--- src/hw/csb_pkg.sv ---
// Shared constants for the calibration select host controller
package csb_pkg;
	localparam int          CLK_PERIOD_NS  = 100;
	localparam int          SPI_HALF_NS    = 500;
	localparam int          SPI_HALF_CYC   = (SPI_HALF_NS + CLK_PERIOD_NS - 1) / CLK_PERIOD_NS;
	localparam int          FRAME_W        = 32;
	localparam int          DATA_W         = 16;
	localparam int          DEV_ADDR_W     = 9;
	localparam int          HOST_ADDR_W    = 4;

	// Device register map
	localparam logic [8:0]  DEV_CFG_WORD        = 9'h100;
	localparam logic [8:0]  DEV_SENS_TRIM_I     = 9'h11C;
	localparam logic [8:0]  DEV_SENS_TRIM_Q     = 9'h11E;
	localparam logic [8:0]  DEV_OFFSET_I        = 9'h122;
	localparam logic [8:0]  DEV_OFFSET_Q        = 9'h124;
	localparam logic [8:0]  DEV_FAC_X_OFFSET    = 9'h176;
	localparam logic [8:0]  DEV_FAC_Y_OFFSET    = 9'h178;
	localparam logic [8:0]  DEV_FAC_ZX_OFFSET   = 9'h17A;
	localparam logic [8:0]  DEV_FAC_ZY_OFFSET   = 9'h17C;
	localparam logic [8:0]  DEV_FAC_SENS_P0_I   = 9'h186;
	localparam logic [8:0]  DEV_FAC_SENS_P1_I   = 9'h18A;
	localparam logic [8:0]  DEV_FAC_SENS_P2_I   = 9'h18C;
	localparam logic [8:0]  DEV_FAC_SENS_P0_Q   = 9'h190;
	localparam logic [8:0]  DEV_FAC_SENS_P2_Q   = 9'h192;
	localparam logic [8:0]  DEV_FAC_SENS_P1_Q   = 9'h194;
	localparam logic [8:0]  DEV_GAIN_COMP_I     = 9'h04A;
	localparam logic [8:0]  DEV_GAIN_COMP_Q     = 9'h04E;

	localparam int          PLANE_LSB      = 0;
	localparam int          PLANE_W        = 3;
	localparam logic [2:0]  PLANE_XY       = 3'h0;
	localparam logic [2:0]  PLANE_XZY      = 3'h1;
	localparam logic [2:0]  PLANE_YZX      = 3'h2;
	localparam logic [15:0] SENS_UNCOMP    = 16'h8000;

	// Device variants
	localparam logic [1:0]  VAR_MID        = 2'h0;
	localparam logic [1:0]  VAR_OFFAXIS    = 2'h1;
	localparam logic [1:0]  VAR_HIGH       = 2'h2;
	localparam logic [1:0]  VAR_STRAY      = 2'h3;

	// Ratio limits in percent
	localparam logic [7:0]  RATIO_SCALE    = 8'h64;
	localparam logic [7:0]  OFFAXIS_LO_PCT = 8'h32;
	localparam logic [7:0]  OFFAXIS_HI_PCT = 8'hC8;
	localparam logic [7:0]  NARROW_LO_PCT  = 8'h5F;
	localparam logic [7:0]  NARROW_HI_PCT  = 8'h69;

	// Host register map
	localparam logic [3:0]  HR_CMD         = 4'h0;
	localparam logic [3:0]  HR_CFG         = 4'h1;
	localparam logic [3:0]  HR_STATUS      = 4'h2;
	localparam logic [3:0]  HR_GAIN_I      = 4'h3;
	localparam logic [3:0]  HR_GAIN_Q      = 4'h4;
	localparam logic [3:0]  HR_RAW_ADDR    = 4'h5;
	localparam logic [3:0]  HR_RAW_DATA    = 4'h6;
	localparam logic [3:0]  HR_APPLIED     = 4'h7;

	localparam int          CMD_APPLY      = 0;
	localparam int          CMD_COPY       = 1;
	localparam int          CMD_RATIO      = 2;
	localparam int          CMD_CLEAR      = 3;
	localparam int          CMD_RAW_RD     = 4;
	localparam int          CMD_RAW_WR     = 5;
	localparam int          CFG_VAR_LSB    = 4;
	localparam int          ST_BUSY        = 0;
	localparam int          ST_DONE        = 1;
	localparam int          ST_PLANE_ERR   = 2;
	localparam int          ST_RATIO_VALID = 3;
	localparam int          ST_RATIO_OK    = 4;
	localparam logic [2:0]  PLANE_RST      = 3'h0;

	function automatic logic [31:0] csb_frame(input logic rd, input logic [8:0] addr,
		input logic [15:0] data);
		csb_frame = {rd, 6'h00, addr, data};
	endfunction : csb_frame
endpackage : csb_pkg

--- src/hw/csb_calib_host.sv ---
// Host controller that selects the sensing plane and loads matching calibration
// Summary of operation
// - Copy factory temperature offsets matching selected plane into working offset fields.
// - Cold to low byte, hot to high byte; X/Y, X/ZY, Y/ZX per plane.
// - Repeat the offset copy every time the plane selection changes.
// - Copy matching sensitivity words into the two working sensitivity registers.
// - Sensitivity sources: XY/YY, X-ZY/ZZY, Y-ZX/ZZX for planes 0, 1, 2.
// - Sensitivity copy once at end of line, redone after a plane change.
// - With quadrature sensitivity at 2^15, gain results read uncompensated amplitudes.
// - Amplitude ratio is quadrature result divided by in-phase result.
// - Accept ratio 0.5 to 2 off-axis, otherwise 0.95 to 1.05.
// - Mid-field allows planes 0, 1, 2; high-field allows plane 0 only.
// - Off-axis variant uses plane 1 or plane 2.
// - Stray-field-immune variant uses plane 0 only.
// - All register access over the serial link; unused bits written as zero.
//
// The plain strobed port was decided locally.
`timescale 1ns/1ps
`default_nettype none
module csb_calib_host import csb_pkg::*; #(
	parameter int HALF_CYC = SPI_HALF_CYC
) (
	input  wire logic        CLK,
	input  wire logic        RST_B,
	input  wire logic [3:0]  ADDR,
	input  wire logic [15:0] WDATA,
	input  wire logic        WR,
	input  wire logic        RD,
	output logic      [15:0] RDATA,
	output logic             BUSY,
	output logic             SCLK,
	output logic             CS_N,
	output logic             MOSI,
	input  wire logic        MISO
);
	typedef enum logic [4:0] {
		S_IDLE,
		S_CFG_RD,
		S_CFG_WR,
		S_OFS_RD_I,
		S_OFS_RD_Q,
		S_OFS_WR_I,
		S_OFS_WR_Q,
		S_SNS_RD_I,
		S_SNS_RD_Q,
		S_SNS_WR_I,
		S_SNS_WR_Q,
		S_RAT_SAVE,
		S_RAT_FORCE,
		S_RAT_RD_I,
		S_RAT_RD_Q,
		S_RAT_RESTORE,
		S_RAW_RD,
		S_RAW_WR
	} csb_state_t;

	csb_state_t  state_ff;
	csb_state_t  nxt_state;
	csb_state_t  step_next;
	logic        pend_ff;
	logic        nxt_pend;
	logic        spi_start;
	logic        tx_rd;
	logic [8:0]  tx_addr;
	logic [15:0] tx_data;
	logic        spi_done;
	logic [15:0] spi_rdata;
	logic [2:0]  cfg_plane_ff;
	logic [1:0]  cfg_variant_ff;
	logic [2:0]  act_plane_ff;
	logic [2:0]  applied_plane_ff;
	logic [15:0] word_ff;
	logic [15:0] src_i_ff;
	logic [15:0] src_q_ff;
	logic [15:0] saved_q_ff;
	logic [15:0] gain_i_ff;
	logic [15:0] gain_q_ff;
	logic [8:0]  raw_addr_ff;
	logic [15:0] raw_data_ff;
	logic        busy_ff;
	logic        done_ff;
	logic        err_ff;
	logic        rvalid_ff;
	logic        rok_ff;
	logic        chk_start_ff;
	logic        chk_valid;
	logic        chk_ok;
	logic [15:0] rdata_ff;

	// Host port decode
	wire         idle      = (state_ff == S_IDLE);
	wire         wr_cmd    = WR & (ADDR == HR_CMD);
	wire         wr_cfg    = WR & (ADDR == HR_CFG);
	wire         wr_raw_a  = WR & (ADDR == HR_RAW_ADDR);
	wire         wr_raw_d  = WR & (ADDR == HR_RAW_DATA);
	wire         req_apply = wr_cmd & WDATA[CMD_APPLY];
	wire         req_copy  = wr_cmd & WDATA[CMD_COPY];
	wire         req_ratio = wr_cmd & WDATA[CMD_RATIO];
	wire         req_clear = wr_cmd & WDATA[CMD_CLEAR];
	wire         req_rawrd = wr_cmd & WDATA[CMD_RAW_RD];
	wire         req_rawwr = wr_cmd & WDATA[CMD_RAW_WR];
	wire         req_plane = req_apply | req_copy;

	// Planes each variant may use
	wire         plane_ok  =
		(cfg_variant_ff == VAR_MID)     ? (cfg_plane_ff <= PLANE_YZX) :
		(cfg_variant_ff == VAR_OFFAXIS) ? ((cfg_plane_ff == PLANE_XZY) ||
		                                   (cfg_plane_ff == PLANE_YZX)) :
		                                  (cfg_plane_ff == PLANE_XY);
	wire         go_plane  = idle & req_plane & plane_ok;
	wire         set_err   = idle & req_plane & ~plane_ok;
	wire         go_any    = idle & (go_plane | (~req_plane & (req_ratio | req_rawrd | req_rawwr)));

	// Factory source words per plane
	wire [8:0]   ofs_src_i =
		(act_plane_ff == PLANE_YZX) ? DEV_FAC_Y_OFFSET : DEV_FAC_X_OFFSET;
	wire [8:0]   ofs_src_q =
		(act_plane_ff == PLANE_XZY) ? DEV_FAC_ZY_OFFSET :
		(act_plane_ff == PLANE_YZX) ? DEV_FAC_ZX_OFFSET : DEV_FAC_Y_OFFSET;
	wire [8:0]   sns_src_i =
		(act_plane_ff == PLANE_XZY) ? DEV_FAC_SENS_P1_I :
		(act_plane_ff == PLANE_YZX) ? DEV_FAC_SENS_P2_I : DEV_FAC_SENS_P0_I;
	wire [8:0]   sns_src_q =
		(act_plane_ff == PLANE_XZY) ? DEV_FAC_SENS_P1_Q :
		(act_plane_ff == PLANE_YZX) ? DEV_FAC_SENS_P2_Q : DEV_FAC_SENS_P0_Q;
	// Read-modify-write keeps the other live fields of the word; bits above are untouched
	wire [15:0]  cfg_wr_word = {word_ff[15:PLANE_W], act_plane_ff};

	wire         step_done = pend_ff & spi_done;
	wire         seq_end   = step_done & (step_next == S_IDLE);
	wire         plane_end = step_done & (state_ff == S_SNS_WR_Q);

	// Per-step transaction table; any step not listed as a write is a read
	assign tx_rd     = !(state_ff inside {S_CFG_WR, S_OFS_WR_I, S_OFS_WR_Q, S_SNS_WR_I,
	                                      S_SNS_WR_Q, S_RAT_FORCE, S_RAT_RESTORE, S_RAW_WR});
	assign tx_addr   =
		(state_ff == S_OFS_RD_I) ? ofs_src_i :
		(state_ff == S_OFS_RD_Q) ? ofs_src_q :
		(state_ff == S_OFS_WR_I) ? DEV_OFFSET_I :
		(state_ff == S_OFS_WR_Q) ? DEV_OFFSET_Q :
		(state_ff == S_SNS_RD_I) ? sns_src_i :
		(state_ff == S_SNS_RD_Q) ? sns_src_q :
		(state_ff == S_SNS_WR_I) ? DEV_SENS_TRIM_I :
		(state_ff inside {S_SNS_WR_Q, S_RAT_SAVE, S_RAT_FORCE, S_RAT_RESTORE}) ?
		                           DEV_SENS_TRIM_Q :
		(state_ff == S_RAT_RD_I) ? DEV_GAIN_COMP_I :
		(state_ff == S_RAT_RD_Q) ? DEV_GAIN_COMP_Q :
		(state_ff inside {S_RAW_RD, S_RAW_WR}) ? raw_addr_ff : DEV_CFG_WORD;
	assign tx_data   =
		(state_ff == S_CFG_WR)                     ? cfg_wr_word :
		(state_ff inside {S_OFS_WR_I, S_SNS_WR_I}) ? src_i_ff :
		(state_ff inside {S_OFS_WR_Q, S_SNS_WR_Q}) ? src_q_ff :
		(state_ff == S_RAT_FORCE)                  ? SENS_UNCOMP :
		(state_ff == S_RAT_RESTORE)                ? saved_q_ff :
		(state_ff == S_RAW_WR)                     ? raw_data_ff : 16'h0000;
	assign step_next =
		(state_ff == S_CFG_RD)    ? S_CFG_WR :
		(state_ff == S_CFG_WR)    ? S_OFS_RD_I :
		(state_ff == S_OFS_RD_I)  ? S_OFS_RD_Q :
		(state_ff == S_OFS_RD_Q)  ? S_OFS_WR_I :
		(state_ff == S_OFS_WR_I)  ? S_OFS_WR_Q :
		(state_ff == S_OFS_WR_Q)  ? S_SNS_RD_I :
		(state_ff == S_SNS_RD_I)  ? S_SNS_RD_Q :
		(state_ff == S_SNS_RD_Q)  ? S_SNS_WR_I :
		(state_ff == S_SNS_WR_I)  ? S_SNS_WR_Q :
		(state_ff == S_RAT_SAVE)  ? S_RAT_FORCE :
		(state_ff == S_RAT_FORCE) ? S_RAT_RD_I :
		(state_ff == S_RAT_RD_I)  ? S_RAT_RD_Q :
		(state_ff == S_RAT_RD_Q)  ? S_RAT_RESTORE : S_IDLE;

	// Sequencer: one frame per step, next step after the frame completes
	always_comb
	begin
		nxt_state = state_ff;
		nxt_pend  = pend_ff;
		spi_start = 1'b0;
		case (state_ff)
			S_IDLE:
			begin
				nxt_pend = 1'b0;
				if (go_plane && req_apply)
					nxt_state = S_CFG_RD;
				else if (go_plane)
					nxt_state = S_OFS_RD_I;
				else if (idle && !req_plane && req_ratio)
					nxt_state = S_RAT_SAVE;
				else if (idle && !req_plane && req_rawrd)
					nxt_state = S_RAW_RD;
				else if (idle && !req_plane && req_rawwr)
					nxt_state = S_RAW_WR;
			end
			default:
			begin
				if (!pend_ff)
				begin
					spi_start = 1'b1;
					nxt_pend  = 1'b1;
				end
				else if (spi_done)
				begin
					nxt_pend  = 1'b0;
					nxt_state = step_next;
				end
			end
		endcase
	end

	always_ff @(posedge CLK or negedge RST_B)
	begin
		if (!RST_B)
		begin
			state_ff <= S_IDLE;
			pend_ff  <= 1'b0;
			busy_ff  <= 1'b0;
		end
		else
		begin
			state_ff <= nxt_state;
			pend_ff  <= nxt_pend;
			busy_ff  <= (nxt_state != S_IDLE);
		end
	end

	// Capture of read frames
	always_ff @(posedge CLK or negedge RST_B)
	begin
		if (!RST_B)
		begin
			word_ff    <= 16'h0000;
			src_i_ff   <= 16'h0000;
			src_q_ff   <= 16'h0000;
			saved_q_ff <= 16'h0000;
			gain_i_ff  <= 16'h0000;
			gain_q_ff  <= 16'h0000;
		end
		else if (step_done)
		begin
			case (state_ff)
				S_CFG_RD:   word_ff    <= spi_rdata;
				S_OFS_RD_I: src_i_ff   <= spi_rdata;
				S_OFS_RD_Q: src_q_ff   <= spi_rdata;
				S_SNS_RD_I: src_i_ff   <= spi_rdata;
				S_SNS_RD_Q: src_q_ff   <= spi_rdata;
				S_RAT_SAVE: saved_q_ff <= spi_rdata;
				S_RAT_RD_I: gain_i_ff  <= spi_rdata;
				S_RAT_RD_Q: gain_q_ff  <= spi_rdata;
				default:    word_ff    <= word_ff;
			endcase
		end
	end

	// Configuration and raw access registers; plane is frozen per sequence
	always_ff @(posedge CLK or negedge RST_B)
	begin
		if (!RST_B)
		begin
			cfg_plane_ff     <= PLANE_RST;
			cfg_variant_ff   <= VAR_MID;
			act_plane_ff     <= PLANE_RST;
			applied_plane_ff <= PLANE_RST;
			raw_addr_ff      <= 9'h000;
			raw_data_ff      <= 16'h0000;
		end
		else
		begin
			if (wr_cfg)
			begin
				cfg_plane_ff   <= WDATA[PLANE_LSB +: PLANE_W];
				cfg_variant_ff <= WDATA[CFG_VAR_LSB +: 2];
			end
			if (go_plane)
				act_plane_ff <= cfg_plane_ff;
			if (plane_end)
				applied_plane_ff <= act_plane_ff;
			if (wr_raw_a)
				raw_addr_ff <= WDATA[DEV_ADDR_W-1:0];
			if (step_done && state_ff == S_RAW_RD)
				raw_data_ff <= spi_rdata;
			else if (wr_raw_d)
				raw_data_ff <= WDATA;
		end
	end

	// Sticky status; a set in the same cycle as a clear wins
	always_ff @(posedge CLK or negedge RST_B)
	begin
		if (!RST_B)
		begin
			done_ff      <= 1'b0;
			err_ff       <= 1'b0;
			rvalid_ff    <= 1'b0;
			rok_ff       <= 1'b0;
			chk_start_ff <= 1'b0;
		end
		else
		begin
			done_ff      <= seq_end | (done_ff & ~req_clear & ~go_any);
			err_ff       <= set_err | (err_ff & ~req_clear);
			rvalid_ff    <= chk_valid | (rvalid_ff & ~req_clear);
			chk_start_ff <= step_done & (state_ff == S_RAT_RD_Q);
			if (chk_valid)
				rok_ff <= chk_ok;
		end
	end

	// Read port
	wire [15:0]  status_word = {11'h000, rok_ff, rvalid_ff, err_ff, done_ff, busy_ff};
	wire [15:0]  rd_mux =
		(ADDR == HR_CFG)      ? {10'h000, cfg_variant_ff, 1'b0, cfg_plane_ff} :
		(ADDR == HR_STATUS)   ? status_word :
		(ADDR == HR_GAIN_I)   ? gain_i_ff :
		(ADDR == HR_GAIN_Q)   ? gain_q_ff :
		(ADDR == HR_RAW_ADDR) ? {7'h00, raw_addr_ff} :
		(ADDR == HR_RAW_DATA) ? raw_data_ff :
		(ADDR == HR_APPLIED)  ? {13'h0000, applied_plane_ff} : 16'h0000;

	always_ff @(posedge CLK or negedge RST_B)
	begin
		if (!RST_B)
			rdata_ff <= 16'h0000;
		else
			rdata_ff <= RD ? rd_mux : 16'h0000;
	end

	assign RDATA = rdata_ff;
	assign BUSY  = busy_ff;

	csb_spi_master #(
		.HALF_CYC (HALF_CYC)
	) u_spi (
		.clk   (CLK),
		.rst_b (RST_B),
		.start (spi_start),
		.frame (csb_frame(tx_rd, tx_addr, tx_data)),
		.done  (spi_done),
		.rdata (spi_rdata),
		.sclk  (SCLK),
		.cs_n  (CS_N),
		.mosi  (MOSI),
		.miso  (MISO)
	);

	// Ratio Q over I, judged against the variant window
	csb_ratio_check u_ratio (
		.clk     (CLK),
		.rst_b   (RST_B),
		.start   (chk_start_ff),
		.variant (cfg_variant_ff),
		.amp_i   (gain_i_ff),
		.amp_q   (gain_q_ff),
		.valid   (chk_valid),
		.ok      (chk_ok)
	);
endmodule : csb_calib_host
`default_nettype wire

--- src/hw/csb_spi_master.sv ---
// Register access frame engine towards the sensor
`timescale 1ns/1ps
`default_nettype none
module csb_spi_master import csb_pkg::*; #(
	parameter int HALF_CYC = SPI_HALF_CYC
) (
	input  wire logic        clk,
	input  wire logic        rst_b,
	input  wire logic        start,
	input  wire logic [31:0] frame,
	output logic             done,
	output logic [15:0]      rdata,
	output logic             sclk,
	output logic             cs_n,
	output logic             mosi,
	input  wire logic        miso
);
	logic        active_ff;
	logic [7:0]  cnt_ff;
	logic [4:0]  bit_ff;
	logic [31:0] tx_ff;
	logic [15:0] rx_ff;
	logic        miso_s1_ff;
	logic        miso_s2_ff;
	wire         half_tick = active_ff & (cnt_ff == 8'(HALF_CYC - 1));
	wire         last_bit  = (bit_ff == 5'h1F);

	always_ff @(posedge clk or negedge rst_b)
	begin
		if (!rst_b)
		begin
			miso_s1_ff <= 1'b0;
			miso_s2_ff <= 1'b0;
			cnt_ff     <= 8'h00;
		end
		else
		begin
			miso_s1_ff <= miso;
			miso_s2_ff <= miso_s1_ff;
			cnt_ff     <= (!active_ff || half_tick) ? 8'h00 : cnt_ff + 8'h01;
		end
	end

	// Mode 0: data out on falling edge, sampled on rising edge
	always_ff @(posedge clk or negedge rst_b)
	begin
		if (!rst_b)
		begin
			active_ff <= 1'b0;
			sclk      <= 1'b0;
			cs_n      <= 1'b1;
			mosi      <= 1'b0;
			bit_ff    <= 5'h00;
			tx_ff     <= 32'h0000_0000;
			rx_ff     <= 16'h0000;
			rdata     <= 16'h0000;
			done      <= 1'b0;
		end
		else
		begin
			done <= 1'b0;
			if (!active_ff && start)
			begin
				active_ff <= 1'b1;
				cs_n      <= 1'b0;
				tx_ff     <= frame;
				mosi      <= frame[FRAME_W-1];
				bit_ff    <= 5'h00;
			end
			else if (half_tick && !sclk)
			begin
				sclk  <= 1'b1;
				rx_ff <= {rx_ff[14:0], miso_s2_ff};
			end
			else if (half_tick)
			begin
				sclk <= 1'b0;
				if (last_bit)
				begin
					active_ff <= 1'b0;
					cs_n      <= 1'b1;
					mosi      <= 1'b0;
					rdata     <= rx_ff;
					done      <= 1'b1;
				end
				else
				begin
					bit_ff <= bit_ff + 5'h01;
					tx_ff  <= {tx_ff[30:0], 1'b0};
					mosi   <= tx_ff[FRAME_W-2];
				end
			end
		end
	end
endmodule : csb_spi_master
`default_nettype wire

--- src/hw/csb_ratio_check.sv ---
// Amplitude ratio window check on uncompensated I and Q
`timescale 1ns/1ps
`default_nettype none
module csb_ratio_check import csb_pkg::*; (
	input  wire logic        clk,
	input  wire logic        rst_b,
	input  wire logic        start,
	input  wire logic [1:0]  variant,
	input  wire logic [15:0] amp_i,
	input  wire logic [15:0] amp_q,
	output logic             valid,
	output logic             ok
);
	// Division avoided: Q*100 compared against I times the limit percentages
	wire         offaxis  = (variant == VAR_OFFAXIS);
	wire [7:0]   lo_pct   = offaxis ? OFFAXIS_LO_PCT : NARROW_LO_PCT;
	wire [7:0]   hi_pct   = offaxis ? OFFAXIS_HI_PCT : NARROW_HI_PCT;
	wire [23:0]  q_scaled = 24'(amp_q) * 24'(RATIO_SCALE);
	wire [23:0]  i_lo     = 24'(amp_i) * 24'(lo_pct);
	wire [23:0]  i_hi     = 24'(amp_i) * 24'(hi_pct);
	wire         in_win   = (amp_i != 16'h0000) && (q_scaled >= i_lo) && (q_scaled <= i_hi);

	always_ff @(posedge clk or negedge rst_b)
	begin
		if (!rst_b)
		begin
			valid <= 1'b0;
			ok    <= 1'b0;
		end
		else
		begin
			valid <= start;
			if (start)
				ok <= in_win;
		end
	end
endmodule : csb_ratio_check
`default_nettype wire

--- config.mk ---
export PLATFORM = sky130hd
export DESIGN_NAME = csb_calib_host
export DESIGN_NICKNAME = d
export VERILOG_FILES = /design/src/hw/csb_pkg.sv /design/src/hw/csb_calib_host.sv /design/src/hw/csb_spi_master.sv /design/src/hw/csb_ratio_check.sv
export SDC_FILE = /design/constraint.sdc
export NUM_CORES = 1
export LEC_CHECK = 0
export BUFFER_PORTS_ARGS = -buffer_cell sky130_fd_sc_hd__buf_2
export CAP_MARGIN = 10
export CORE_ASPECT_RATIO = 0.6
export CORE_MARGIN = 2
export CORE_UTILIZATION = 41
export CTS_BUF_LIST = sky130_fd_sc_hd__clkbuf_16
export CTS_CLUSTER_DIAMETER = 120
export DETAILED_ROUTE_END_ITERATION = 8
export GPL_TIMING_DRIVEN = 0
export PLACE_DENSITY = 0.66
export SYNTH_ARGS = -nofsm -noshare
export SYNTH_HDL_FRONTEND = slang
export SYNTH_HIERARCHICAL = 1
export SYNTH_SLANG_ARGS = --single-unit
export TNS_END_PERCENT = 5
--- constraint.sdc ---
create_clock -name CLK -period 19.8 [get_ports CLK]
set_clock_uncertainty 0.05 [all_clocks]
set_input_delay 1.98 -clock CLK [delete_from_list [all_inputs] [get_ports CLK]]
set_output_delay 1.98 -clock CLK [all_outputs]
set_load 0.03 [all_outputs]
==> summary.md <==
| Metric | Value |
|---|---|
| Post-synthesis sequential area ratio | 0.3153 |
| GRT overflow | 0 |
| Die area | 48650 µm² |
| Global-route wire length before repair | 82710 µm |
| DR vias | 14620 |
| Initial antenna violation count | 2 |
| Synth area leaders | dfrtp_1, ha_1, fa_1 |
| Largest net degree at the start of global routing | 121 |
| Number of synthesized flops with an enable pin | 0 |
| Max IR drop VDD | 0.00006232 V |
| CTS sink count | 242 |
| Leading area contributor after synthesis | dfrtp_1 |
| Placed cell areas | 20300 µm² |
| Share of layout cells above drive strength 1 | 0.1550 |
| GRT Util Overall | 0.2176 |
| Number of setup buffers added after CTS | 0 |
| DRT Wirelength | 52680 µm |
| Leak | 0.01148 µW |
| Final GP Congestion | 0.9214 |
| Status | finished, final reports clean |
| Drt drc | 0 |
| Skew-Pair Late Insertion Delay | 0.56 ns |
| IO Count | 45 |
| H-tree lvl count | 1 |
| Cell area after layout | 21150 µm² |
| ANT nets after route | 0 |
| Die Ht | 171.7 µm |
| # Max-Cap Violations | 0 |
| Starting DRC count in detailed routing | 1392 |
| DPL Wire Length | 41420 µm |
| Maximum buffer depth of the clock tree | 3 |
| Rel. slew slack | 0.2872 |
| Nets | 2297 |
| Minimum clock period | 8.497 ns |
| #FFs+latches synth | 242 |
| Fmax | 117.7 MHz |
| Final hold vios | 0 |
| Worst EP required | 20.18 ns |
| Setup WS pre-CTS | 11.64 ns |
| CP arrival | 8.88 ns |
| Final WS setup | 11.30 ns |
| CTS tree | built |
| Synthesis Warnings | 6 |
| Core ar. | 46250 µm² |
| Layout fillers | 4323 |
| Vias per cell | 5.598 |
| Hold Crit Class | reg2reg |
| Syn_area_per_cell | 10.18 µm² |
| DR pass1 iterations | 8 |
| Port Buffers | 43 |
| Starting Density | 0.4153 |
| WS Path Type | reg2reg |
| Synth unique cells | 91 |
| Synth Flop Type | dfrtp_1 |
| Vias in the first global route | 14250 |
| Syn-to-layout area delta | 10.10% |
| Dpl cells | 2567 |
| Hold Buf Count CTS | 0 |
| CP endpoint kind | register |
| Routed len/inst | 20.17 µm |
| Fin Setup TNS | 0 ns |
| Die X | 283.4 µm |
| Row count | 61 |
| Cts repair resizes | 0 |
| CTS Buf Count | 24 |
| Worst-path clk slew | 0.07 ns |
| Power per cell area | 51.77 nW/µm² |
| Non-Filler Instances | 2612 |
| Cell count after synthesis | 1887 |
| Hold Slack | 0.3117 ns |
| Tcrit/Tclk final | 0.4291 |
| Cell Area, Synth | 19210 µm² |
| Worst-Margin Slew | 1.066 ns |
| Startpoint type of the worst setup path | register |
| Root Driver | clkbuf_16 |
| Final setup violation count | 0 |
| Area share of the largest cell type after synthesis | 0.3140 |
| Max Slew Vio Count | 0 |
| Fraction of registers with async set/reset | 1.000 |
| RSZ-0062 raised after global routing | false |
| Crit Path Max Fanout | 10 |
## path summary, 6_finish.rpt
kind	from	endpoint	slack (ns)	cells past startpoint
worst max-delay path	cfg_variant_ff[1]	u_ratio/ok	11.30	25
worst min-delay path	u_spi/miso_s1_ff	u_spi/miso_s2_ff	0.31	0
worst max register to register	cfg_variant_ff[1]	u_ratio/ok	11.30	25
worst min register to register	u_spi/miso_s1_ff	u_spi/miso_s2_ff	0.31	0
max in group asynchronous	RST_B	gain_q_ff[14]	17.14	3
min in group asynchronous	RST_B	state_ff[1]	1.18	1
## critical path, cell delays in order, from the launching register on
cell      delay [ns]
dfrtp_1         0.46
nand2b_1        0.41
clkbuf_1        0.47
clkbuf_1        0.50
nand2_1         0.35
fa_1            0.60
inv_1           0.05
fa_1            0.46
fa_1            0.52
inv_1           0.05
fa_1            0.51
inv_1           0.06
ha_1            0.22
or3_1           0.38
o21ai_1         0.46
a21boi_0        0.34
o31ai_1         0.45
nand2_1         0.10
ha_1            0.31
a21o_1          0.16
a21o_1          0.17
a21oi_1         0.48
nand3_1         0.15
a211o_1         0.37
a41oi_1         0.18
o211ai_1        0.11
## report_power, final
group          switching, µW  total (µW)  internal (µW)
clock network            214         494            280
logic                   44.9        70.4           25.5
registers               19.4         530            511
## per-layer routing
metal  wire length (µm)  up-vias  global-route usage
li1                   -     6776                   -
met1              26340     7263              0.3440
met2              20420      537              0.2960
met3               5288       47             0.05822
met4                636        0             0.02968
met5                  0        -                   0
## sequential cells by signal (all words and copies together) (netlist names), 8 cells and up
| name | cells |
|---|---|
| RDATA | 16 |
| gain_i_ff | 16 |
| gain_q_ff | 16 |
| raw_addr_ff | 9 |
| raw_data_ff | 16 |
| saved_q_ff | 16 |
| src_i_ff | 16 |
| src_q_ff | 16 |
| u_spi/cnt_ff | 8 |
| u_spi/rdata | 16 |
| u_spi/rx_ff | 16 |
| u_spi/tx_ff | 31 |
| word_ff | 13 |
## cells in the mapped netlist (13+ instances only)
cell type / number
o211ai_1: 22
and2_1: 13
inv_1: 187
nor2_1: 108
xnor2_1: 26
a222oi_1: 16
nand2b_1: 18
mux2_4: 29
nor2b_1: 20
nor3_1: 24
nand3_1: 35
a22oi_1: 24
xor2_1: 34
and3_1: 29
a21oi_1: 91
a21o_1: 36
buf_2: 20
clkbuf_1: 50
o21ai_0: 52
nand4_1: 17
ha_1: 208
fa_1: 101
mux2_2: 122
dfrtp_1: 241
mux2i_1: 31
a211o_1: 21
nand2_1: 144
## area by class of cell
cell class                      count  area [µm²]  share of cell area
Antenna cell                        1       2.502           0.0001183
Buffer                             85       416.7             0.01970
Clock buffer                       24       600.6             0.02840
Clock inverter                     20       249.0             0.01177
Inverter                          187       701.9             0.03319
Multi-Input combinational cell   1378       12050              0.5699
Sequential cell                   242        6057              0.2864
Tap cell                          630       788.3             0.03727
Timing Repair Buffer               45       280.3             0.01325
## cells in the final DEF (no fill, tap or decap), types with 7 or more instances in the layout
master,Yosys,routed
dfrtp_1,241,241
nor2b_1,20,20
or2_2,9,9
a21oi_1,91,91
conb_1,2,7
and3_1,29,29
ha_1,208,208
nand2_1,144,144
o21ai_0,52,52
mux2_2,122,122
inv_1,187,187
xor2_1,34,34
a21o_1,36,36
clkbuf_16,0,24
fa_1,101,101
nand4_1,17,17
and2_1,13,13
nand3_1,35,35
o211ai_1,22,22
xnor2_1,26,26
a222oi_1,16,16
nor4_1,11,11
nand2b_1,18,18
o21a_1,10,10
mux2_4,29,29
a211oi_1,10,10
nor2_1,108,108
clkbuf_1,50,50
mux2i_1,31,31
a22oi_1,24,24
a211o_1,21,21
buf_2,20,62
nor3_1,24,24
## kinds of logic (layout without fill, tap and decap cells)
logic type / count (synthesis) / count (layout) / synth area share
AND/OR/NAND/NOR: 467 / 467 / 0.1212
AO/OA/AOI/OAI: 352 / 352 / 0.1259
adder cells (fa/ha/maj): 310 / 310 / 0.2413
buffers and inverters: 272 / 361 / 0.05823
flip-flops: 242 / 242 / 0.3153
multiplexers: 182 / 182 / 0.1103
XOR/XNOR: 60 / 60 / 0.02736
other: 2 / 8 / 0.0003910
## metrics by stage
stage / total power, µW / util
floorplan: 569.6 / -
global placement: 605.1 / 0.4374
detailed placement: 608.8 / 0.4388
CTS: 1103 / 0.4572
global route: 1133 / 0.4572
finish: 1095 / 0.4572
(Power assumes the default switching activity.)
